## src/hdl/ors_defs.vh

```
`ifndef ORS_DEFS_VH
`define ORS_DEFS_VH

// code widths
`define ORS_VREF_W 11
`define ORS_IREF_W 8
`define ORS_VHI_W 8
`define ORS_VLO_W 3
`define ORS_SPD_W 2
`define ORS_CNT_W 16
`define ORS_TIME_W 32
`define ORS_RETRY_W 8

// voltage code ceiling
`define ORS_VREF_MAX 11'h780

// timing
`define ORS_CLK_NS 8
`define ORS_CLK_MHZ 125
`define ORS_SERVO_MASTER_NS 1000
`define ORS_SERVO_MASTER_CYC (`ORS_SERVO_MASTER_NS / `ORS_CLK_NS)
`define ORS_HICCUP_US 1000
`define ORS_HICCUP_CYC (`ORS_HICCUP_US * `ORS_CLK_MHZ)

// servo divide ratios per speed code
`define ORS_DIV_R0 1
`define ORS_DIV_R1 2
`define ORS_DIV_R2 4
`define ORS_DIV_R3 8

// sync-fault state codes
`define ORS_ST_RUN 2'h0
`define ORS_ST_WAIT 2'h1
`define ORS_ST_RETRY 2'h2
`define ORS_ST_LATCH 2'h3

`endif

```

## src/hdl/ors_servo_div.v

```verilog
`timescale 1ns/1ps
`include "ors_defs.vh"

module ors_servo_div #(
    parameter MASTER_CYC = `ORS_SERVO_MASTER_CYC,
    parameter RATIO0 = `ORS_DIV_R0,
    parameter RATIO1 = `ORS_DIV_R1,
    parameter RATIO2 = `ORS_DIV_R2,
    parameter RATIO3 = `ORS_DIV_R3
) (
    input wire sys_clk,
    input wire rst_n,
    input wire [`ORS_SPD_W-1:0] speed,
    output reg tick_ff
);
    localparam integer MASTER_LAST_I = MASTER_CYC - 1;
    localparam [`ORS_CNT_W-1:0] MASTER_LAST = MASTER_LAST_I[`ORS_CNT_W-1:0];

    reg [`ORS_CNT_W-1:0] master_cnt_ff;
    reg [`ORS_CNT_W-1:0] ratio_cnt_ff;
    wire master_tick;
    wire [`ORS_CNT_W-1:0] ratio_last;

    // last count of the ratio stage for a speed code
    function [`ORS_CNT_W-1:0] last_of;
        input [`ORS_SPD_W-1:0] spd;
        reg [`ORS_TIME_W-1:0] ratio_m1;
        begin
            case (spd)
                2'h0: ratio_m1 = RATIO0 - 1;
                2'h1: ratio_m1 = RATIO1 - 1;
                2'h2: ratio_m1 = RATIO2 - 1;
                default: ratio_m1 = RATIO3 - 1;
            endcase
            last_of = ratio_m1[`ORS_CNT_W-1:0];
        end
    endfunction

    assign master_tick = (master_cnt_ff == MASTER_LAST);
    assign ratio_last = last_of(speed);

    always @(posedge sys_clk or negedge rst_n) begin
        if (!rst_n) begin
            master_cnt_ff <= {`ORS_CNT_W{1'b0}};
            ratio_cnt_ff <= {`ORS_CNT_W{1'b0}};
            tick_ff <= 1'b0;
        end else begin
            tick_ff <= 1'b0;
            if (master_tick) begin
                master_cnt_ff <= {`ORS_CNT_W{1'b0}};
                // speed change mid-count restarts cleanly via >=
                if (ratio_cnt_ff >= ratio_last) begin
                    ratio_cnt_ff <= {`ORS_CNT_W{1'b0}};
                    tick_ff <= 1'b1;
                end else begin
                    ratio_cnt_ff <= ratio_cnt_ff + 1'b1;
                end
            end else begin
                master_cnt_ff <= master_cnt_ff + 1'b1;
            end
        end
    end
endmodule

```

## src/hdl/ors_servo_cnt.v

```verilog
`timescale 1ns/1ps
`include "ors_defs.vh"

module ors_servo_cnt #(
    parameter W = `ORS_VREF_W
) (
    input wire sys_clk,
    input wire rst_n,
    input wire hold_zero,
    input wire tick,
    input wire [W-1:0] target,
    output reg [W-1:0] value_ff
);
    always @(posedge sys_clk or negedge rst_n) begin
        if (!rst_n) begin
            value_ff <= {W{1'b0}};
        end else if (hold_zero) begin
            value_ff <= {W{1'b0}};
        end else if (tick) begin
            // comparator: step one count while unequal
            if (value_ff < target) begin
                value_ff <= value_ff + 1'b1;
            end else if (value_ff > target) begin
                value_ff <= value_ff - 1'b1;
            end
        end
    end
endmodule

```

## src/hdl/ors_top.v

```verilog
// Contract
// fault select high: latch regulator off
// fault select low: hiccup wait, then retry
// voltage code is high byte plus three
// codes above maximum clamp to maximum
// host writes both halves before load
// load moves whole 11-bit target at once
// target writes alone change nothing applied
// current code is 8-bit current target
// comparator and up/down counter per path
// step toward target each servo tick
// both channels ramp independently
// speed field selects servo divide ratio
// four speed codes, four parameter ratios
// internal enable is pin OR register
// voltage counter zero while enable low
// regulator off while enable low
// regulator on while enable high
// discharge on when selected and disabled
// output high impedance when not selected
// open pin reads high, enables at ready
// second hysteresis source while pin high
// host holds pin low long enough
// load command is one-shot, self-clearing; here pending follows the load_cmd level
`timescale 1ns/1ps
`include "ors_defs.vh"

module ors_top #(
    parameter HICCUP_CYC = `ORS_HICCUP_CYC,
    parameter MASTER_CYC = `ORS_SERVO_MASTER_CYC,
    parameter RATIO0 = `ORS_DIV_R0,
    parameter RATIO1 = `ORS_DIV_R1,
    parameter RATIO2 = `ORS_DIV_R2,
    parameter RATIO3 = `ORS_DIV_R3
) (
    input wire sys_clk,
    input wire rstn,
    input wire en_pin,
    input wire bias_ready,
    input wire reg_enable,
    input wire load_cmd,
    input wire [`ORS_VHI_W-1:0] vtarget_hi,
    input wire [`ORS_VLO_W-1:0] vtarget_lo,
    input wire [`ORS_IREF_W-1:0] itarget,
    input wire [`ORS_SPD_W-1:0] servo_speed,
    input wire discharge_sel,
    input wire sync_fault_sel,
    input wire sync_wdt_event,
    input wire sync_stable,
    output wire [`ORS_VREF_W-1:0] voltage_reference_output,
    output wire [`ORS_IREF_W-1:0] current_reference_converter,
    output reg [`ORS_VREF_W-1:0] vtarget_applied_ff,
    output reg internal_enable_ff,
    output reg regulator_on_ff,
    output reg discharge_on_ff,
    output reg output_hiz_ff,
    output reg hyst_src2_on_ff,
    output reg load_pending_ff,
    output reg vtarget_clamped_ff,
    output reg latched_off_ff,
    output reg hiccup_wait_ff,
    output reg [7:0] hiccup_retries_ff,
    output reg v_ramping_ff,
    output reg i_ramping_ff,
    output reg v_at_target_ff
);
    localparam [1:0] ST_RUN = `ORS_ST_RUN;
    localparam [1:0] ST_WAIT = `ORS_ST_WAIT;
    localparam [1:0] ST_RETRY = `ORS_ST_RETRY;
    localparam [1:0] ST_LATCH = `ORS_ST_LATCH;
    localparam [`ORS_TIME_W-1:0] HICCUP_LAST = HICCUP_CYC - 1;
    localparam [`ORS_VREF_W-1:0] VREF_MAX = `ORS_VREF_MAX;
    localparam [`ORS_RETRY_W-1:0] RETRY_MAX = {`ORS_RETRY_W{1'b1}};
    localparam [`ORS_RETRY_W-1:0] RETRY_STEP = {{(`ORS_RETRY_W-1){1'b0}}, 1'b1};

    // reset release
    reg rst_meta_ff;
    reg rst_sync_ff;
    wire rst_n;

    always @(posedge sys_clk or negedge rstn) begin
        if (!rstn) begin
            rst_meta_ff <= 1'b0;
            rst_sync_ff <= 1'b0;
        end else begin
            rst_meta_ff <= 1'b1;
            rst_sync_ff <= rst_meta_ff;
        end
    end

    assign rst_n = rst_sync_ff;

    // pin synchronisers
    reg en_meta_ff;
    reg en_sync_ff;
    reg wdt_meta_ff;
    reg wdt_sync_ff;
    reg wdt_prev_ff;
    reg stable_meta_ff;
    reg stable_sync_ff;

    always @(posedge sys_clk or negedge rst_n) begin
        if (!rst_n) begin
            en_meta_ff <= 1'b0;
            en_sync_ff <= 1'b0;
        end else begin
            // short low pulses may be missed here
            en_meta_ff <= en_pin;
            en_sync_ff <= en_meta_ff;
        end
    end

    // watchdog event edge detect on the synced copy
    always @(posedge sys_clk or negedge rst_n) begin
        if (!rst_n) begin
            wdt_meta_ff <= 1'b0;
            wdt_sync_ff <= 1'b0;
            wdt_prev_ff <= 1'b0;
        end else begin
            wdt_meta_ff <= sync_wdt_event;
            wdt_sync_ff <= wdt_meta_ff;
            wdt_prev_ff <= wdt_sync_ff;
        end
    end

    always @(posedge sys_clk or negedge rst_n) begin
        if (!rst_n) begin
            stable_meta_ff <= 1'b0;
            stable_sync_ff <= 1'b0;
        end else begin
            stable_meta_ff <= sync_stable;
            stable_sync_ff <= stable_meta_ff;
        end
    end

    wire wdt_hit;
    wire nxt_internal_enable;

    assign wdt_hit = wdt_sync_ff & ~wdt_prev_ff;
    // an open pin reads high through its pull-up
    assign nxt_internal_enable = en_sync_ff | reg_enable;

    // clamp a voltage code to the ceiling
    function [`ORS_VREF_W-1:0] clamp_v;
        input [`ORS_VREF_W-1:0] code;
        begin
            if (code > VREF_MAX) begin
                clamp_v = VREF_MAX;
            end else begin
                clamp_v = code;
            end
        end
    endfunction

    // state entered on a watchdog event
    function [1:0] fault_entry;
        input latch_sel;
        begin
            if (latch_sel) begin
                fault_entry = ST_LATCH;
            end else begin
                fault_entry = ST_WAIT;
            end
        end
    endfunction

    // target assembly and load
    wire [`ORS_VREF_W-1:0] vtarget_raw;
    wire nxt_load_pending;

    assign vtarget_raw = {vtarget_hi, vtarget_lo};
    // pending copies load_cmd one cycle later, so a held command loads again every cycle
    assign nxt_load_pending = load_cmd;

    always @(posedge sys_clk or negedge rst_n) begin
        if (!rst_n) begin
            load_pending_ff <= 1'b0;
            vtarget_applied_ff <= {`ORS_VREF_W{1'b0}};
            vtarget_clamped_ff <= 1'b0;
        end else begin
            load_pending_ff <= nxt_load_pending;
            // halves settle before the command
            if (load_pending_ff) begin
                vtarget_applied_ff <= clamp_v(vtarget_raw);
                vtarget_clamped_ff <= (vtarget_raw > VREF_MAX);
            end
        end
    end

    // sync-input fault handling
    reg [1:0] fault_st_ff;
    reg [1:0] nxt_fault_st;
    reg [`ORS_TIME_W-1:0] wait_cnt_ff;
    reg [`ORS_TIME_W-1:0] nxt_wait_cnt;
    wire wait_done;

    assign wait_done = (wait_cnt_ff >= HICCUP_LAST);

    always @* begin
        nxt_fault_st = fault_st_ff;
        nxt_wait_cnt = wait_cnt_ff;
        case (fault_st_ff)
            ST_RUN: begin
                if (internal_enable_ff && wdt_hit) begin
                    nxt_wait_cnt = {`ORS_TIME_W{1'b0}};
                    nxt_fault_st = fault_entry(sync_fault_sel);
                end
            end
            ST_WAIT: begin
                if (wait_done) begin
                    nxt_fault_st = ST_RETRY;
                end else begin
                    nxt_wait_cnt = wait_cnt_ff + 1'b1;
                end
            end
            ST_RETRY: begin
                if (wdt_hit) begin
                    nxt_wait_cnt = {`ORS_TIME_W{1'b0}};
                    nxt_fault_st = fault_entry(sync_fault_sel);
                end else if (stable_sync_ff) begin
                    nxt_fault_st = ST_RUN;
                end
            end
            ST_LATCH: begin
                nxt_fault_st = ST_LATCH;
            end
            default: begin
                nxt_fault_st = ST_RUN;
            end
        endcase
        // dropping the enable clears any fault state
        if (!internal_enable_ff && fault_st_ff != ST_LATCH) begin
            nxt_fault_st = ST_RUN;
            nxt_wait_cnt = {`ORS_TIME_W{1'b0}};
        end else if (!internal_enable_ff) begin
            nxt_fault_st = ST_RUN;
        end
    end

    always @(posedge sys_clk or negedge rst_n) begin
        if (!rst_n) begin
            fault_st_ff <= ST_RUN;
            wait_cnt_ff <= {`ORS_TIME_W{1'b0}};
        end else begin
            fault_st_ff <= nxt_fault_st;
            wait_cnt_ff <= nxt_wait_cnt;
        end
    end

    // saturating count of hiccup retries
    wire retry_start;

    assign retry_start = (fault_st_ff == ST_WAIT) && (nxt_fault_st == ST_RETRY);

    always @(posedge sys_clk or negedge rst_n) begin
        if (!rst_n) begin
            hiccup_retries_ff <= {`ORS_RETRY_W{1'b0}};
        end else if (!internal_enable_ff) begin
            hiccup_retries_ff <= {`ORS_RETRY_W{1'b0}};
        end else if (retry_start && hiccup_retries_ff != RETRY_MAX) begin
            hiccup_retries_ff <= hiccup_retries_ff + RETRY_STEP;
        end
    end

    // servo
    wire servo_tick;
    wire [`ORS_IREF_W-1:0] itarget_applied;

    assign itarget_applied = itarget;

    ors_servo_div #(
        .MASTER_CYC(MASTER_CYC),
        .RATIO0(RATIO0),
        .RATIO1(RATIO1),
        .RATIO2(RATIO2),
        .RATIO3(RATIO3)
    ) u_div (
        .sys_clk(sys_clk),
        .rst_n(rst_n),
        .speed(servo_speed),
        .tick_ff(servo_tick)
    );

    // shared tick, separate counters
    ors_servo_cnt #(
        .W(`ORS_VREF_W)
    ) u_vcnt (
        .sys_clk(sys_clk),
        .rst_n(rst_n),
        .hold_zero(~internal_enable_ff),
        .tick(servo_tick),
        .target(vtarget_applied_ff),
        .value_ff(voltage_reference_output)
    );

    ors_servo_cnt #(
        .W(`ORS_IREF_W)
    ) u_icnt (
        .sys_clk(sys_clk),
        .rst_n(rst_n),
        .hold_zero(1'b0),
        .tick(servo_tick),
        .target(itarget_applied),
        .value_ff(current_reference_converter)
    );

    // enable control and status
    wire fault_off;
    wire nxt_regulator_on;
    wire v_equal;
    wire i_equal;

    assign fault_off = (fault_st_ff == ST_WAIT) || (fault_st_ff == ST_LATCH);
    assign nxt_regulator_on = internal_enable_ff & bias_ready & ~fault_off;
    assign v_equal = (voltage_reference_output == vtarget_applied_ff);
    assign i_equal = (current_reference_converter == itarget_applied);

    always @(posedge sys_clk or negedge rst_n) begin
        if (!rst_n) begin
            internal_enable_ff <= 1'b0;
            regulator_on_ff <= 1'b0;
            discharge_on_ff <= 1'b0;
            output_hiz_ff <= 1'b1;
            hyst_src2_on_ff <= 1'b0;
        end else begin
            internal_enable_ff <= nxt_internal_enable;
            regulator_on_ff <= nxt_regulator_on;
            discharge_on_ff <= ~nxt_regulator_on & discharge_sel;
            output_hiz_ff <= ~nxt_regulator_on & ~discharge_sel;
            hyst_src2_on_ff <= en_sync_ff;
        end
    end

    // fault and ramp status flags
    always @(posedge sys_clk or negedge rst_n) begin
        if (!rst_n) begin
            latched_off_ff <= 1'b0;
            hiccup_wait_ff <= 1'b0;
            v_ramping_ff <= 1'b0;
            i_ramping_ff <= 1'b0;
            v_at_target_ff <= 1'b0;
        end else begin
            latched_off_ff <= (nxt_fault_st == ST_LATCH);
            hiccup_wait_ff <= (nxt_fault_st == ST_WAIT);
            v_ramping_ff <= internal_enable_ff & ~v_equal;
            i_ramping_ff <= ~i_equal;
            v_at_target_ff <= internal_enable_ff & v_equal;
        end
    end
endmodule

```

## config.mk

```make
export PLATFORM = sky130hd
export DESIGN_NAME = ors_top
export DESIGN_NICKNAME = d
export VERILOG_FILES = /design/src/hdl/ors_servo_div.v /design/src/hdl/ors_servo_cnt.v /design/src/hdl/ors_top.v
export VERILOG_INCLUDE_DIRS = /design/src /design/src/hdl
export SDC_FILE = /design/constraint.sdc
export NUM_CORES = 1
export LEC_CHECK = 0
export ABC_CLOCK_PERIOD_IN_PS = 4750
export BUFFER_PORTS_ARGS = -buffer_cell sky130_fd_sc_hd__buf_2
export CAP_MARGIN = 20
export CORE_MARGIN = 2
export CORE_UTILIZATION = 45
export DETAILED_ROUTE_END_ITERATION = 10
export SLEW_MARGIN = 25
export SYNTH_ARGS = -nofsm -noshare
export SYNTH_HDL_FRONTEND = slang
export SYNTH_SLANG_ARGS = --single-unit
```

## constraint.sdc

```tcl
create_clock -name sys_clk -period 4.75 [get_ports sys_clk]
set_clock_uncertainty 0.15 [all_clocks]
set_input_delay 0 -clock sys_clk [delete_from_list [all_inputs] [get_ports sys_clk]]
set_output_delay 0 -clock sys_clk [all_outputs]
set_load 0.02 [all_outputs]
```

==> out/results.tsv <==
metric	value	unit
final setup fails	0	
top cells by area, synth	dfrtp_1, ha_1, nor2_1	
Detail Placement HPWL	9.76	mm
I/O Buffers	80	
Setup Total Neg Slack	0	ps
Top Family by Delay on Critical Path	compound AO/OA/AOI/OAI gates	
Synth cell types	61	
Post-DP Area	7060	um2
Starting DRT DRC Count	242	
RSZ-0062 raised after global routing	false	
largest net degree at the start of global routing	52	
met3 Use GR	6.87	%
leading area contributor after synthesis	dfrtp_1	
CTS tree	yes	
Max-slew headroom	36.4	%
Synth Cell Area	6470	um2
DRC viols	0	
average wire per standard cell	14.6	um
Worst EP arrival	3960	ps
Setup CP Type	reg2reg	
post-route ant nets	0	
Leakage	0.00390	uW
drt first pass iters	4	
grt met1 use	25.3	%
Synth warnings	0	
clk sink count	126	
Hold Violations, Final	0	
crit path buf inv count	2	
GP Congestion	0.873	
ys async rst share	100	%
DRT Wirelength	13.9	mm
vias per inst	5.29	
Rows	43	
fin area	7940	um2
met2 usage	31.3	%
Synth top area share	48.3	%
share of cells above drive strength 1	16.9	%
status	complete, no violations	
ant diodes	0	
Critical Path Start Type	flop	
maxcap violations	0	
delay of the slowest cell on the worst path	430	ps
Mapped Nets	720	
Hold Slack	35.0	ps
Vias	5010	
crit end category	flop	
Root Driver	clkbuf_16	
clock insertion delay at the later pin of the skew report	410	ps
fmax	0.265	GHz
register area share after synthesis	48.7	%
dpl ws	1060	ps
Worst VDD drop	268	uV
Worst Reg-to-Reg Cells	15	
WP data required	4940	ps
post-layout total power	2680	uW
H-tree depth	4	
crit share post-route	79.4	%
post-CTS sizing	0	
IO Pins	81	
Post-synth EDFFs	0	
DIE AREA	15400	um2
Placeable Area	14000	um2
Synth Flop Type	dfrtp_1	
worst slew pin tran	954	ps
Slew Limit Fails	0	
total stage count of the critical path	15	
synthesized area per cell	10.0	um2
die height	124	um
CP max-delay cell	dfrtp_1	
busiest grt layer	met2	
cell area power density	338	nW/um2
clock transition at the registers of the reported paths	50	ps
fin nets	829	
total gr overflow	0	
Die Width	124	um
Gate Count Post-Synth	645	
initial antenna violation count	0	
global-route wire length before repair	23.3	mm
synth-to-layout area growth	22.7	%
Initial Utilization	46.3	%
final setup margin	978	ps
hold path depth	5	
number of buffers created by CTS	17	
Final min period	3770	ps
Seq cells post-synth	126	
Tot GR Track Use	19.5	%
fillers	1239	
vias in the first global route	4899	
Hold WC Path Type	in2reg	
Bufs on Longest Clock Path	2	
Cell Chain, Critical Path	ha_1 > o21ai_0 > a21oi_1 > o41ai_1 > a211oi_1 > buf_4 > inv_1 > fa_1 > nand2b_1 > a21boi_0 > a311o_1 > a41oi_1 > xor2_1 > or3_1 > a21boi_1	
worst-path fanout max	11	
-- placed cells by master, fill, tap and decap left out, types with 8 or more instances in the layout --
master         instances
and2_1                23
buf_2                 80
a31oi_1                8
o21ai_0               32
nand4_1               15
inv_1                 37
nor4_1                 8
xnor2_1               24
nor2_1                57
mux2i_1               11
and3_1                10
dlygate4sd3_1         24
nor3_1                15
clkbuf_16             17
nand3_1               26
a21oi_1               24
dfrtp_1              124
nand2_1               45
nor2b_1               17
xor2_1                12
ha_1                  42
o21ai_1                9
nand2b_1               8
-- worst paths after layout --
kind | from | to | slack (ps)
max | u_vcnt.value_ff[2]$_DFFE_PN0P_ | u_vcnt.value_ff[10]$_DFFE_PN0P_ | 980
min | itarget[1] | i_ramping_ff$_DFF_PN0_ | 30
max reg2reg | u_vcnt.value_ff[2]$_DFFE_PN0P_ | u_vcnt.value_ff[10]$_DFFE_PN0P_ | 980
min reg2reg | rst_n$_DFF_PN0_ | wait_cnt_ff[12]$_DFFE_PN0P_ | 120
max in group asynchronous | rst_n$_DFF_PN0_ | u_div.master_cnt_ff[5]$_DFF_PN0_ | 3350
min in group asynchronous | rst_n$_DFF_PN0_ | wait_cnt_ff[12]$_DFFE_PN0P_ | 120
-- logic make-up (layout without fill, tap and decap cells) --
family	count (synthesis)	count (layout)	synth area share, %
compound gates	118	118	11.6
xor+xnor	36	36	4.87
fa+ha+maj	44	44	8.74
buf+inv	55	177	3.32
flops	126	126	48.7
mux	15	15	2.40
other cells	1	1	0.0579
simple gates	250	250	20.3
-- layer usage --
metal  wire (um)  share of wire, %
met4          70              0.51
met2        6530                47
met3         755               5.4
met1        6500                47
met5           0                 0
-- worst reg2reg max path, stage by stage (launching register included) --
cell and delay, ps:
dfrtp_1 430, ha_1 320, o21ai_0 90, a21oi_1 130, o41ai_1 90, a211oi_1 260
buf_4 240, inv_1 80, fa_1 410, nand2b_1 160, a21boi_0 320, a311o_1 280
a41oi_1 140, xor2_1 170, or3_1 310, a21boi_1 140
-- per-stage QoR --
stage / std cells / util [%]
after floorplan: 645 / -
after global placement: 891 / 50.4
after detailed placement: 891 / 50.4
after CTS: 947 / 56.8
after global routing: 947 / 56.8
final: 947 / 56.8
-- area by class of cell --
cell class	instances	area [um2]	share of cell area [%]
Clock buffer	23	488	6.14
Clock inverter	9	156	1.97
Inverter	37	139	1.75
Multi-Input combinational cell	464	3100	39.1
Sequential cell	126	3160	39.8
Tap cell	180	225	2.84
Timing Repair Buffer	108	671	8.44
-- sequential cells by signal (all words and copies together), names as in the netlist, 2 cells and up --
signal,flops
hiccup_retries_ff,8
wait_cnt_ff,32
vtarget_applied_ff,11
u_div.ratio_cnt_ff,16
u_vcnt.value_ff,11
fault_st_ff,2
u_div.master_cnt_ff,16
u_icnt.value_ff,8
-- report_power, final --
group	switching (uW)	total [uW]	leakage (uW)	internal, uW
sequential	24.8	1120	0.00161	1100
combinational	105	171	0.00199	66.4
clock	456	1390	0.000306	933
total	586	2680	0.00390	2100
-- synthesized netlist by cell type, types with 9 or more instances --
| cell type | instances |
|---|---|
| nor2b_1 | 17 |
| ha_1 | 42 |
| xnor2_1 | 24 |
| xor2_1 | 12 |
| nor2_1 | 57 |
| inv_1 | 37 |
| mux2i_1 | 11 |
| nand4_1 | 15 |
| dfrtp_1 | 125 |
| and2_1 | 23 |
| o21ai_0 | 32 |
| nor3_1 | 15 |
| nand2_1 | 45 |
| nand3_1 | 26 |
| a21oi_1 | 24 |
| o21ai_1 | 9 |
| clkbuf_1 | 15 |
| and3_1 | 10 |
-- timing repair --
action	in CTS	in global routing
setup buffers	0	0
hold endpoints to repair	26	0
hold buffers	24	0
Note: power is estimated with default switching activity, not from simulation.
